==> src/tws_pkg.sv <==
// Purpose: shared constants and types for the two-wire memory slave front end
// Assumes: system clock of 25 MHz
// Notes: size codes select the memory variant
package tws_pkg;
    // clock and programming time
    localparam int unsigned CLK_HZ = 25000000;
    localparam int unsigned PROG_TIME_MS = 5;
    localparam int unsigned PROG_CYC = (PROG_TIME_MS * CLK_HZ) / 1000;
    localparam int PROG_W = 17;
    ////////////////////////////////////////////////////////////////////////////
    // device select and variants
    localparam logic [3:0] DEVSEL_PATTERN = 4'ha;
    localparam logic [1:0] SZ_128 = 2'h0;
    localparam logic [1:0] SZ_256 = 2'h1;
    localparam logic [1:0] SZ_512 = 2'h2;
    localparam logic [1:0] SZ_1024 = 2'h3;
    localparam logic [9:0] MASK_128 = 10'h07f;
    localparam logic [9:0] MASK_256 = 10'h0ff;
    localparam logic [9:0] MASK_512 = 10'h1ff;
    localparam logic [9:0] MASK_1024 = 10'h3ff;
    localparam logic [9:0] PAGE_MASK_SMALL = 10'h007;
    localparam logic [9:0] PAGE_MASK_LARGE = 10'h00f;
    localparam logic [3:0] LAST_BIT = 4'h7;
    localparam logic [3:0] ACK_SLOT = 4'h8;
    ////////////////////////////////////////////////////////////////////////////
    // reset values and buffer shape
    localparam logic [7:0] PIN_RESET = 8'hc0;
    localparam logic [9:0] ADDR_RESET = 10'h000;
    localparam int FIFO_WIDTH = 18;
    localparam int FIFO_DEPTH = 32;
    ////////////////////////////////////////////////////////////////////////////
    // state machine
    typedef enum logic [2:0] {
        ST_IDLE = 3'h0,
        ST_RX = 3'h1,
        ST_ACKSET = 3'h2,
        ST_ACK = 3'h3,
        ST_TX = 3'h4,
        ST_MACK = 3'h5,
        ST_MLOAD = 3'h6
    } tws_state_type;
    typedef enum logic [1:0] {
        KD_DEV = 2'h0,
        KD_ADDR = 2'h1,
        KD_DATA = 2'h2
    } tws_kind_type;
endpackage

==> src/tws_fifo.sv <==
// Purpose: write byte buffer with registered read side
// Assumes: single clock, flush empties everything
// Notes: holds DEPTH words plus one in the output register
`timescale 1ns/100ps
module tws_fifo
#(
    parameter int WIDTH = tws_pkg::FIFO_WIDTH,
    parameter int DEPTH = tws_pkg::FIFO_DEPTH
)
(
    // clock and reset
    input wire logic clk,
    input wire logic rst_n,
    input wire logic flush,
    // fill side
    input wire logic in_valid,
    output logic in_ready,
    input wire logic [WIDTH-1:0] in_data,
    // drain side
    output logic out_valid,
    input wire logic out_ready,
    output logic [WIDTH-1:0] out_data,
    output logic empty
);
    localparam int AW = $clog2(DEPTH);
    logic [WIDTH-1:0] mem [DEPTH];
    logic [AW-1:0] wr_ptr_ff;
    logic [AW-1:0] rd_ptr_ff;
    logic [AW:0] count_ff;
    logic ovalid_ff;
    logic [WIDTH-1:0] odata_ff;
    logic push;
    logic load;
    logic [AW:0] nxt_count;
    ////////////////////////////////////////////////////////////////////////////
    // control decode
    assign in_ready = count_ff != (AW + 1)'(DEPTH);
    assign push = in_valid & in_ready & ~flush;
    assign load = (count_ff != '0) & (~ovalid_ff | out_ready) & ~flush;
    assign nxt_count = count_ff + (AW + 1)'(push) - (AW + 1)'(load);
    assign out_valid = ovalid_ff;
    assign out_data = odata_ff;
    assign empty = (count_ff == '0) & ~ovalid_ff;
    ////////////////////////////////////////////////////////////////////////////
    // storage
    always_ff @(posedge clk)
    begin
        if (push)
            mem[wr_ptr_ff] <= in_data;
    end
    always_ff @(posedge clk or negedge rst_n)
    begin
        if (!rst_n)
        begin
            wr_ptr_ff <= '0;
            rd_ptr_ff <= '0;
            count_ff <= '0;
            ovalid_ff <= 1'h0;
            odata_ff <= '0;
        end
        else if (flush)
        begin
            wr_ptr_ff <= '0;
            rd_ptr_ff <= '0;
            count_ff <= '0;
            ovalid_ff <= 1'h0;
        end
        else
        begin
            if (push)
                wr_ptr_ff <= wr_ptr_ff + AW'(1);
            if (load)
            begin
                rd_ptr_ff <= rd_ptr_ff + AW'(1);
                odata_ff <= mem[rd_ptr_ff];
            end
            count_ff <= nxt_count;
            ovalid_ff <= load | (ovalid_ff & ~out_ready);
        end
    end
endmodule

==> src/tws_front.sv <==
// Purpose: two-wire serial slave front end of a byte wide nonvolatile memory
// Assumes: SCL and SDA sampled by CLK_SYS; memory array sits outside this block
// Notes: received bytes wait in a buffer and are written out during programming
`timescale 1ns/100ps
module tws_front
#(
    parameter int unsigned PROG_CYCLES = tws_pkg::PROG_CYC
)
(
    // clock and reset
    input wire logic CLK_SYS,
    input wire logic RESETN,
    // serial bus
    input wire logic SCL_IN,
    input wire logic SDA_IN,
    output logic SDA_OUT,
    output logic SDA_OE,
    // straps
    input wire logic CHIP_SELECT_PIN_HIGH,
    input wire logic CHIP_SELECT_PIN_MID,
    input wire logic CHIP_SELECT_PIN_LOW,
    input wire logic WRITE_PROTECT,
    input wire logic [1:0] SIZE_SEL,
    // memory read port
    output logic [9:0] MEM_RD_ADDR,
    input wire logic [7:0] MEM_RD_DATA,
    // memory write port
    output logic MEM_WR_STROBE,
    output logic [9:0] MEM_WR_ADDR,
    output logic [7:0] MEM_WR_DATA,
    input wire logic MEM_WR_READY,
    // status
    output logic STANDBY,
    output logic BUSY
);
    ////////////////////////////////////////////////////////////////////////////
    // decode functions
    function automatic logic [9:0] size_mask(input logic [1:0] sz);
        case (sz)
            tws_pkg::SZ_128: size_mask = tws_pkg::MASK_128;
            tws_pkg::SZ_256: size_mask = tws_pkg::MASK_256;
            tws_pkg::SZ_512: size_mask = tws_pkg::MASK_512;
            default: size_mask = tws_pkg::MASK_1024;
        endcase
    endfunction

    function automatic logic dev_match(input logic [7:0] b, input logic [1:0] sz, input logic [2:0] cs);
        logic sel_ok;
        sel_ok = 1'h0;
        case (sz)
            tws_pkg::SZ_512: sel_ok = b[3:2] == cs[2:1];
            tws_pkg::SZ_1024: sel_ok = b[3] == cs[2];
            default: sel_ok = b[3:1] == cs;
        endcase
        dev_match = (b[7:4] == tws_pkg::DEVSEL_PATTERN) & sel_ok;
    endfunction

    ////////////////////////////////////////////////////////////////////////////
    // reset release and pin synchronisers
    logic [1:0] rst_sync_ff;
    logic rst_n;
    logic [7:0] pins_raw;
    logic [7:0] meta_ff;
    logic [7:0] sync_ff;
    logic scl_d_ff;
    logic sda_d_ff;

    always_ff @(posedge CLK_SYS or negedge RESETN)
    begin
        if (!RESETN)
            rst_sync_ff <= 2'h0;
        else
            rst_sync_ff <= {rst_sync_ff[0], 1'h1};
    end
    assign rst_n = rst_sync_ff[1];

    assign pins_raw = {SCL_IN, SDA_IN, CHIP_SELECT_PIN_HIGH, CHIP_SELECT_PIN_MID,
                       CHIP_SELECT_PIN_LOW, WRITE_PROTECT, SIZE_SEL};

    always_ff @(posedge CLK_SYS or negedge rst_n)
    begin
        if (!rst_n)
        begin
            meta_ff <= tws_pkg::PIN_RESET;
            sync_ff <= tws_pkg::PIN_RESET;
            scl_d_ff <= 1'h1;
            sda_d_ff <= 1'h1;
        end
        else
        begin
            meta_ff <= pins_raw;
            sync_ff <= meta_ff;
            scl_d_ff <= sync_ff[7];
            sda_d_ff <= sync_ff[6];
        end
    end

    ////////////////////////////////////////////////////////////////////////////
    // bus events and variant decode
    logic scl_s;
    logic sda_s;
    logic [2:0] cs_s;
    logic wp_s;
    logic [1:0] size_s;
    logic scl_rise;
    logic scl_fall;
    logic start_det;
    logic stop_det;
    logic [9:0] smask;
    logic [9:0] pmask;

    assign scl_s = sync_ff[7];
    assign sda_s = sync_ff[6];
    assign cs_s = sync_ff[5:3];
    assign wp_s = sync_ff[2];
    assign size_s = sync_ff[1:0];
    assign scl_rise = scl_s & ~scl_d_ff;
    assign scl_fall = ~scl_s & scl_d_ff;
    assign start_det = scl_s & scl_d_ff & sda_d_ff & ~sda_s;
    assign stop_det = scl_s & scl_d_ff & ~sda_d_ff & sda_s;
    assign smask = size_mask(size_s);
    assign pmask = size_s[1] ? tws_pkg::PAGE_MASK_LARGE : tws_pkg::PAGE_MASK_SMALL;

    ////////////////////////////////////////////////////////////////////////////
    // state registers
    tws_pkg::tws_state_type state_ff, nxt_state;
    tws_pkg::tws_kind_type kind_ff, nxt_kind;
    logic [3:0] cnt_ff, nxt_cnt;
    logic [7:0] shift_ff, nxt_shift;
    logic [7:0] tx_ff, nxt_tx;
    logic ack_ff, nxt_ack;
    logic rw_ff, nxt_rw;
    logic [1:0] page_sel_ff, nxt_page_sel;
    logic [9:0] addr_ff, nxt_addr;
    logic sda_oe_ff, nxt_sda_oe;
    logic wr_pend_ff, nxt_wr_pend;
    logic busy_ff, nxt_busy;
    logic [tws_pkg::PROG_W-1:0] prog_cnt_ff, nxt_prog_cnt;
    logic standby_ff;
    logic [9:0] rd_addr_ff;
    logic wr_strobe_ff;
    logic [9:0] wr_addr_ff;
    logic [7:0] wr_data_ff;
    logic sda_out_ff;

    ////////////////////////////////////////////////////////////////////////////
    // datapath decode
    logic [7:0] byte_in;
    logic page_select_bit_low;
    logic page_select_bit_high;
    logic dev_ok;
    logic data_ok;
    logic rx_ack;
    logic [9:0] addr_page_inc;
    logic [9:0] addr_lin_inc;
    logic [9:0] addr_hi;
    logic fifo_push;
    logic fifo_flush;
    logic fifo_in_ready;
    logic fifo_out_valid;
    logic fifo_out_ready;
    logic [17:0] fifo_out_data;
    logic fifo_empty;
    logic fifo_pop;
    logic prog_start;
    logic prog_done;

    assign byte_in = {shift_ff[6:0], sda_s};
    assign page_select_bit_low = byte_in[1];
    assign page_select_bit_high = byte_in[2];
    assign dev_ok = dev_match(byte_in, size_s, cs_s) & ~busy_ff;
    assign data_ok = fifo_in_ready | wp_s;
    assign rx_ack = (kind_ff == tws_pkg::KD_DEV) ? dev_ok : ((kind_ff == tws_pkg::KD_DATA) ? data_ok : 1'h1);
    assign addr_page_inc = (addr_ff & ~pmask) | ((addr_ff + 10'h001) & pmask);
    assign addr_lin_inc = (addr_ff + 10'h001) & smask;
    assign addr_hi = addr_ff & ~pmask;
    assign prog_start = stop_det & wr_pend_ff & ~busy_ff;
    assign prog_done = busy_ff & (prog_cnt_ff == '0) & fifo_empty;
    assign nxt_busy = prog_start | (busy_ff & ~prog_done);
    assign nxt_prog_cnt = prog_start ? tws_pkg::PROG_W'(PROG_CYCLES - 1) :
                          ((prog_cnt_ff != '0) ? prog_cnt_ff - tws_pkg::PROG_W'(1) : prog_cnt_ff);
    assign fifo_out_ready = busy_ff & MEM_WR_READY;
    assign fifo_pop = fifo_out_valid & fifo_out_ready;

    ////////////////////////////////////////////////////////////////////////////
    // protocol state machine
    always_comb
    begin
        nxt_state = state_ff;
        nxt_kind = kind_ff;
        nxt_cnt = cnt_ff;
        nxt_shift = shift_ff;
        nxt_tx = tx_ff;
        nxt_ack = ack_ff;
        nxt_rw = rw_ff;
        nxt_page_sel = page_sel_ff;
        nxt_addr = addr_ff;
        nxt_sda_oe = sda_oe_ff;
        nxt_wr_pend = wr_pend_ff;
        fifo_push = 1'h0;
        fifo_flush = 1'h0;
        if (start_det)
        begin
            nxt_state = tws_pkg::ST_RX;
            nxt_kind = tws_pkg::KD_DEV;
            nxt_cnt = 4'h0;
            nxt_sda_oe = 1'h0;
            fifo_flush = wr_pend_ff;
            nxt_wr_pend = 1'h0;
        end
        else if (stop_det)
        begin
            nxt_state = tws_pkg::ST_IDLE;
            nxt_sda_oe = 1'h0;
            nxt_wr_pend = 1'h0;
        end
        else
        begin
            case (state_ff)
                tws_pkg::ST_RX:
                begin
                    if (scl_rise)
                    begin
                        nxt_shift = byte_in;
                        nxt_cnt = cnt_ff + 4'h1;
                        if (cnt_ff == tws_pkg::LAST_BIT)
                        begin
                            nxt_state = tws_pkg::ST_ACKSET;
                            nxt_ack = rx_ack;
                            if (kind_ff == tws_pkg::KD_DEV)
                            begin
                                nxt_rw = byte_in[0];
                                nxt_page_sel = {page_select_bit_high, page_select_bit_low};
                            end
                            else if (kind_ff == tws_pkg::KD_ADDR)
                                nxt_addr = {page_sel_ff, byte_in} & smask;
                            else if (data_ok)
                            begin
                                fifo_push = ~wp_s;
                                nxt_wr_pend = wr_pend_ff | ~wp_s;
                                nxt_addr = addr_page_inc;
                            end
                        end
                    end
                end
                tws_pkg::ST_ACKSET:
                begin
                    if (scl_fall)
                    begin
                        nxt_sda_oe = ack_ff;
                        nxt_state = ack_ff ? tws_pkg::ST_ACK : tws_pkg::ST_IDLE;
                    end
                end
                tws_pkg::ST_ACK:
                begin
                    if (scl_fall)
                    begin
                        nxt_cnt = 4'h0;
                        nxt_sda_oe = 1'h0;
                        if (kind_ff == tws_pkg::KD_DEV && rw_ff)
                        begin
                            nxt_state = tws_pkg::ST_TX;
                            nxt_tx = {MEM_RD_DATA[6:0], 1'h0};
                            nxt_sda_oe = ~MEM_RD_DATA[7];
                        end
                        else
                        begin
                            nxt_state = tws_pkg::ST_RX;
                            nxt_kind = (kind_ff == tws_pkg::KD_DEV) ? tws_pkg::KD_ADDR : tws_pkg::KD_DATA;
                        end
                    end
                end
                tws_pkg::ST_TX:
                begin
                    if (scl_rise)
                    begin
                        nxt_cnt = cnt_ff + 4'h1;
                        if (cnt_ff == tws_pkg::LAST_BIT)
                            nxt_addr = addr_lin_inc;
                    end
                    else if (scl_fall)
                    begin
                        if (cnt_ff == tws_pkg::ACK_SLOT)
                        begin
                            nxt_sda_oe = 1'h0;
                            nxt_state = tws_pkg::ST_MACK;
                        end
                        else
                        begin
                            nxt_sda_oe = ~tx_ff[7];
                            nxt_tx = {tx_ff[6:0], 1'h0};
                        end
                    end
                end
                tws_pkg::ST_MACK:
                begin
                    if (scl_rise)
                        nxt_state = sda_s ? tws_pkg::ST_IDLE : tws_pkg::ST_MLOAD;
                end
                tws_pkg::ST_MLOAD:
                begin
                    if (scl_fall)
                    begin
                        nxt_state = tws_pkg::ST_TX;
                        nxt_cnt = 4'h0;
                        nxt_tx = {MEM_RD_DATA[6:0], 1'h0};
                        nxt_sda_oe = ~MEM_RD_DATA[7];
                    end
                end
                default:
                begin
                    nxt_state = tws_pkg::ST_IDLE;
                end
            endcase
        end
    end

    always_ff @(posedge CLK_SYS or negedge rst_n)
    begin
        if (!rst_n)
        begin
            state_ff <= tws_pkg::ST_IDLE;
            kind_ff <= tws_pkg::KD_DEV;
            cnt_ff <= 4'h0;
            shift_ff <= 8'h00;
            tx_ff <= 8'h00;
            ack_ff <= 1'h0;
            rw_ff <= 1'h0;
            page_sel_ff <= 2'h0;
            addr_ff <= tws_pkg::ADDR_RESET;
            sda_oe_ff <= 1'h0;
            wr_pend_ff <= 1'h0;
            busy_ff <= 1'h0;
            prog_cnt_ff <= '0;
            standby_ff <= 1'h1;
            rd_addr_ff <= tws_pkg::ADDR_RESET;
            wr_strobe_ff <= 1'h0;
            wr_addr_ff <= tws_pkg::ADDR_RESET;
            wr_data_ff <= 8'h00;
            sda_out_ff <= 1'h0;
        end
        else
        begin
            state_ff <= nxt_state;
            kind_ff <= nxt_kind;
            cnt_ff <= nxt_cnt;
            shift_ff <= nxt_shift;
            tx_ff <= nxt_tx;
            ack_ff <= nxt_ack;
            rw_ff <= nxt_rw;
            page_sel_ff <= nxt_page_sel;
            addr_ff <= nxt_addr;
            sda_oe_ff <= nxt_sda_oe;
            wr_pend_ff <= nxt_wr_pend;
            busy_ff <= nxt_busy;
            prog_cnt_ff <= nxt_prog_cnt;
            standby_ff <= (nxt_state == tws_pkg::ST_IDLE) & ~nxt_busy;
            rd_addr_ff <= nxt_addr;
            sda_out_ff <= 1'h0;
            wr_strobe_ff <= fifo_pop;
            if (fifo_pop)
            begin
                wr_addr_ff <= fifo_out_data[17:8];
                wr_data_ff <= fifo_out_data[7:0];
            end
        end
    end

    ////////////////////////////////////////////////////////////////////////////
    // write byte buffer
    tws_fifo #(
        .WIDTH(tws_pkg::FIFO_WIDTH),
        .DEPTH(tws_pkg::FIFO_DEPTH)
    ) u_fifo (
        .clk(CLK_SYS),
        .rst_n(rst_n),
        .flush(fifo_flush),
        .in_valid(fifo_push),
        .in_ready(fifo_in_ready),
        .in_data({addr_ff, byte_in}),
        .out_valid(fifo_out_valid),
        .out_ready(fifo_out_ready),
        .out_data(fifo_out_data),
        .empty(fifo_empty)
    );

    assign SDA_OUT = sda_out_ff;
    assign SDA_OE = sda_oe_ff;
    assign MEM_RD_ADDR = rd_addr_ff;
    assign MEM_WR_STROBE = wr_strobe_ff;
    assign MEM_WR_ADDR = wr_addr_ff;
    assign MEM_WR_DATA = wr_data_ff;
    assign STANDBY = standby_ff;
    assign BUSY = busy_ff;
endmodule

==> config.mk <==
export PLATFORM = sky130hd
export DESIGN_NAME = tws_front
export DESIGN_NICKNAME = d
export VERILOG_FILES = /design/src/tws_pkg.sv /design/src/tws_fifo.sv /design/src/tws_front.sv
export SDC_FILE = /design/constraint.sdc
export NUM_CORES = 1
export LEC_CHECK = 0
export BUFFER_PORTS_ARGS = -buffer_cell sky130_fd_sc_hd__buf_2
export CORE_ASPECT_RATIO = 0.75
export CORE_UTILIZATION = 40
export DETAILED_ROUTE_END_ITERATION = 8
export PLACE_DENSITY = 0.66
export SETUP_SLACK_MARGIN = 0.05
export SYNTH_ARGS = -nofsm -noshare
export SYNTH_HDL_FRONTEND = slang
export SYNTH_HIERARCHICAL = 1
export SYNTH_SLANG_ARGS = --single-unit
==> constraint.sdc <==
create_clock -name CLK_SYS -period 9.7 [get_ports CLK_SYS]
set_clock_uncertainty 0.05 [all_clocks]
set_input_delay 1.94 -clock CLK_SYS [delete_from_list [all_inputs] [get_ports CLK_SYS]]
set_output_delay 1.94 -clock CLK_SYS [all_outputs]
set_load 0.03 [all_outputs]
==> flow_summary.json <==
{
  "wirelength_um": 64400,
  "grt_pass1_wl_um": 95500,
  "ff2ff_setup_slack_ns": 5.29,
  "dr.pass1.iters": 5,
  "cts_resized": 0,
  "cp.depth": 14,
  "grtUsageTotal": 0.177,
  "endpoint": "u_fifo/count_ff[5]",
  "postCtsSetupBuffers": 0,
  "multiInputGateArea_um2": 7490,
  "ys_warn_count": 6,
  "numCtsBuffers": 67,
  "clk_latency_ns": 0.60,
  "layout-drive-gt1-share": 0.241,
  "slowest_stage": "and2_1",
  "leakage_uw": 0.0120,
  "grt_max_degree": 107,
  "synth_nets": 1668,
  "reg2reg_depth": 14,
  "vias_per_cell": 5.49,
  "antenna_found_initial": 1,
  "hold_violations": 0,
  "synthArstFlopShare": 0.186,
  "seqPwrFrac": 0.461,
  "start_util": 0.407,
  "area_growth_pct": 12.6,
  "synth_cell_types": 78,
  "syn-instance-count": 1630,
  "rows": 84,
  "clock.fmax_mhz": 227,
  "cap_violations": 0,
  "gp_routability_congestion": 0.806,
  "path_clk_slew_ns": 0.06,
  "crit_required_ns": 10.13,
  "crit_chain": "nand2_1, nor3b_1, and2_1, nand2b_1, buf_4, inv_1, ha_1, inv_1, ha_1, a21o_1, a21oi_1, o21bai_1, a21oi_1, mux2_2",
  "tns_ns": 0,
  "remaining_drc_errors": 0,
  "nets": 1761,
  "relSlewSlack": 0.173,
  "outcome": "complete, no violations",
  "core_um2": 70500,
  "cts.path.max_buffers": 3,
  "cp-startpoint": "scl_d_ff",
  "ys_seq_elements": 708,
  "reg2reg_to": "u_fifo/count_ff[5]",
  "ys.flop_type": "edfxtp_1",
  "cp-end-kind": "flip-flop",
  "io_pins": 52,
  "syn_avg_cell_area_um2": 17.6,
  "vdd_drop_max_mv": 0.162,
  "cp_slowest_stage_delay_ns": 0.67,
  "synth-seq-area-share": 0.719,
  "p_int_uw": 5500,
  "p_sw_uw": 2220,
  "critPathBufInv": 3,
  "yosys.area.top_type_share": 0.603,
  "grt_pass1_vias": 14800,
  "r2r_start": "scl_d_ff",
  "die-height_um": 234,
  "synth-edff-count": 576,
  "finalSetupViolCount": 0,
  "num_vias": 15000,
  "clock-root-buffer": "clkbuf_16",
  "rsz0062_at_grt": "no",
  "place.detailed.hpwl_um": 38000,
  "fillerInstances": 5934,
  "worst_pin_slew_ns": 1.23,
  "cts_sinks": 708,
  "power_density_nw_per_um2": 239,
  "fp.dieW_um": 311,
  "ctsHoldBuffers": 0,
  "wl_per_cell_um": 23.7,
  "crit_family": "simple AND/OR/NAND/NOR gates",
  "critPathMaxFanout": 37,
  "regArea_um2": 20600,
  "sw_frac_of_total": 0.288,
  "htree_levels": 3,
  "fin_crit_sh": 0.455,
  "cts_tree": "yes",
  "overflow": 0,
  "synth_area_leaders": "edfxtp_1 (60%), dfrtp_1 (11%), mux4_2 (7.1%)",
  "antenna_left": 0,
  "synth_commonest_cells": "edfxtp_1 (576), dfrtp_1 (125), mux2i_1 (113)",
  "worstSetupPathType": "flip-flop to flip-flop",
  "yosysMostFrequentCell": "edfxtp_1",
  "die_area_um2": 72800,
  "final_cells": 2723,
  "combPwrFrac": 0.201,
  "hold_path_class": "flip-flop to asynchronous set/reset pin",
  "place_inst": 2600,
  "syn_area_um2": 28700,
  "drv_slew": 0,
  "drt-initial-drc-count": 1448,
  "clockPowerShare": 0.339,
  "port_buffers": 50,
  "arrival_ns": 4.84,
  "synth_top_area_cell": "edfxtp_1",
  "start_kind": "flip-flop",
  "finalWorstPathRequiredPeriod_ns": 4.41
}
worst reg2reg max path: cells and delay by family, from the launching register on:
kind	cells	cell delay (ns)
flops	1	0.63
fa+ha+maj	2	0.46
buf+inv	3	0.61
compound gates	4	0.65
simple gates	4	1.56
mux	1	0.34
cells in the final DEF (no fill, tap or decap), types with 26 or more instances in the layout:
cell type / count
dfrtp_1: 121
edfxtp_1: 576
o21ai_0: 30
a21oi_1: 38
mux2i_1: 113
mux4_2: 90
nor2_1: 59
nor2b_1: 29
inv_1: 26
clkbuf_16: 69
mux2_2: 76
buf_4: 59
nand2_1: 76
buf_2: 50
per-stage QoR:
step | setup WS (ns) | hold slack (ns) | util | power, uW | cell area, um2
after floorplan | 5.00 | 0.281 | - | 4740 | 28700
after global placement | 4.75 | 0.239 | 0.427 | 5150 | 30100
after detailed placement | 4.72 | 0.243 | 0.427 | 5170 | 30100
after CTS | 5.36 | 0.250 | 0.458 | 7780 | 32300
after global routing | 5.10 | 0.270 | 0.458 | 8000 | 32300
final | 5.29 | 0.232 | 0.458 | 7720 | 32300
worst min-delay path by stage:
stage	startpoint	endpoint	slack (ns)
6_report	rst_sync_ff[1]	prog_cnt_ff[10]	0.23
5_1_grt	rst_sync_ff[1]	prog_cnt_ff[10]	0.27
4_1_cts	rst_sync_ff[1]	prog_cnt_ff[10]	0.25
3_5_place_dp	rst_sync_ff[1]	prog_cnt_ff[10]	0.24
3_3_place_gp	rst_sync_ff[1]	prog_cnt_ff[10]	0.24
2_1_floorplan	rst_sync_ff[0]	rst_sync_ff[1]	0.28
layer usage:
layer  global-route usage  vias up  wire, um
met1                0.268     7735     30300
li1                     -     6605         -
met3               0.0423       73      5450
met5                    0        -         0
met2                0.256      544     27500
met4               0.0437        0      1130
logic make-up (layout without fill, tap and decap cells):
family | Yosys count | in the layout | share of synthesized area
xor gates and xnor gates | 30 | 30 | 0.00916
other | 2 | 4 | 0.000262
AOI/OAI and AO/OA | 203 | 203 | 0.0510
muxes | 279 | 279 | 0.140
adders and majority gates | 19 | 19 | 0.00855
buffers and inverters | 112 | 257 | 0.0218
DFF | 708 | 708 | 0.719
and+or+nand+nor | 277 | 277 | 0.0508
cell type report:
| cell class | count | share of cell area |
|---|---|---|
| clock inverters | 24 | 0.00864 |
| repair buffers | 110 | 0.0221 |
| multi-input cells | 810 | 0.232 |
| well taps | 946 | 0.0366 |
| flip-flops and latches | 708 | 0.639 |
| diodes | 2 | 0.000155 |
| inverters | 26 | 0.00302 |
| clock buffers | 97 | 0.0589 |
flip-flops by register name (all words and copies together), names as in the netlist, 8 cells and up, named ones only:
| register | cells |
|---|---|
| u_fifo/mem | 576 |
| prog_cnt_ff | 17 |
| MEM_WR_DATA | 8 |
| u_fifo/out_data | 18 |
| MEM_WR_ADDR | 10 |
| sync_ff | 8 |
| MEM_RD_ADDR | 9 |
| meta_ff | 8 |
power groups by stage:
| stage | clock (uW) | sequential (uW) | combinational (uW) |
|---|---|---|---|
| floorplan | 0 | 3550 | 1190 |
| global placement | 0 | 3610 | 1540 |
| detailed placement | 0 | 3620 | 1550 |
| CTS | 2670 | 3560 | 1550 |
| global route | 2780 | 3570 | 1650 |
| finish | 2620 | 3560 | 1550 |
Power figures use the tool's default switching activity.
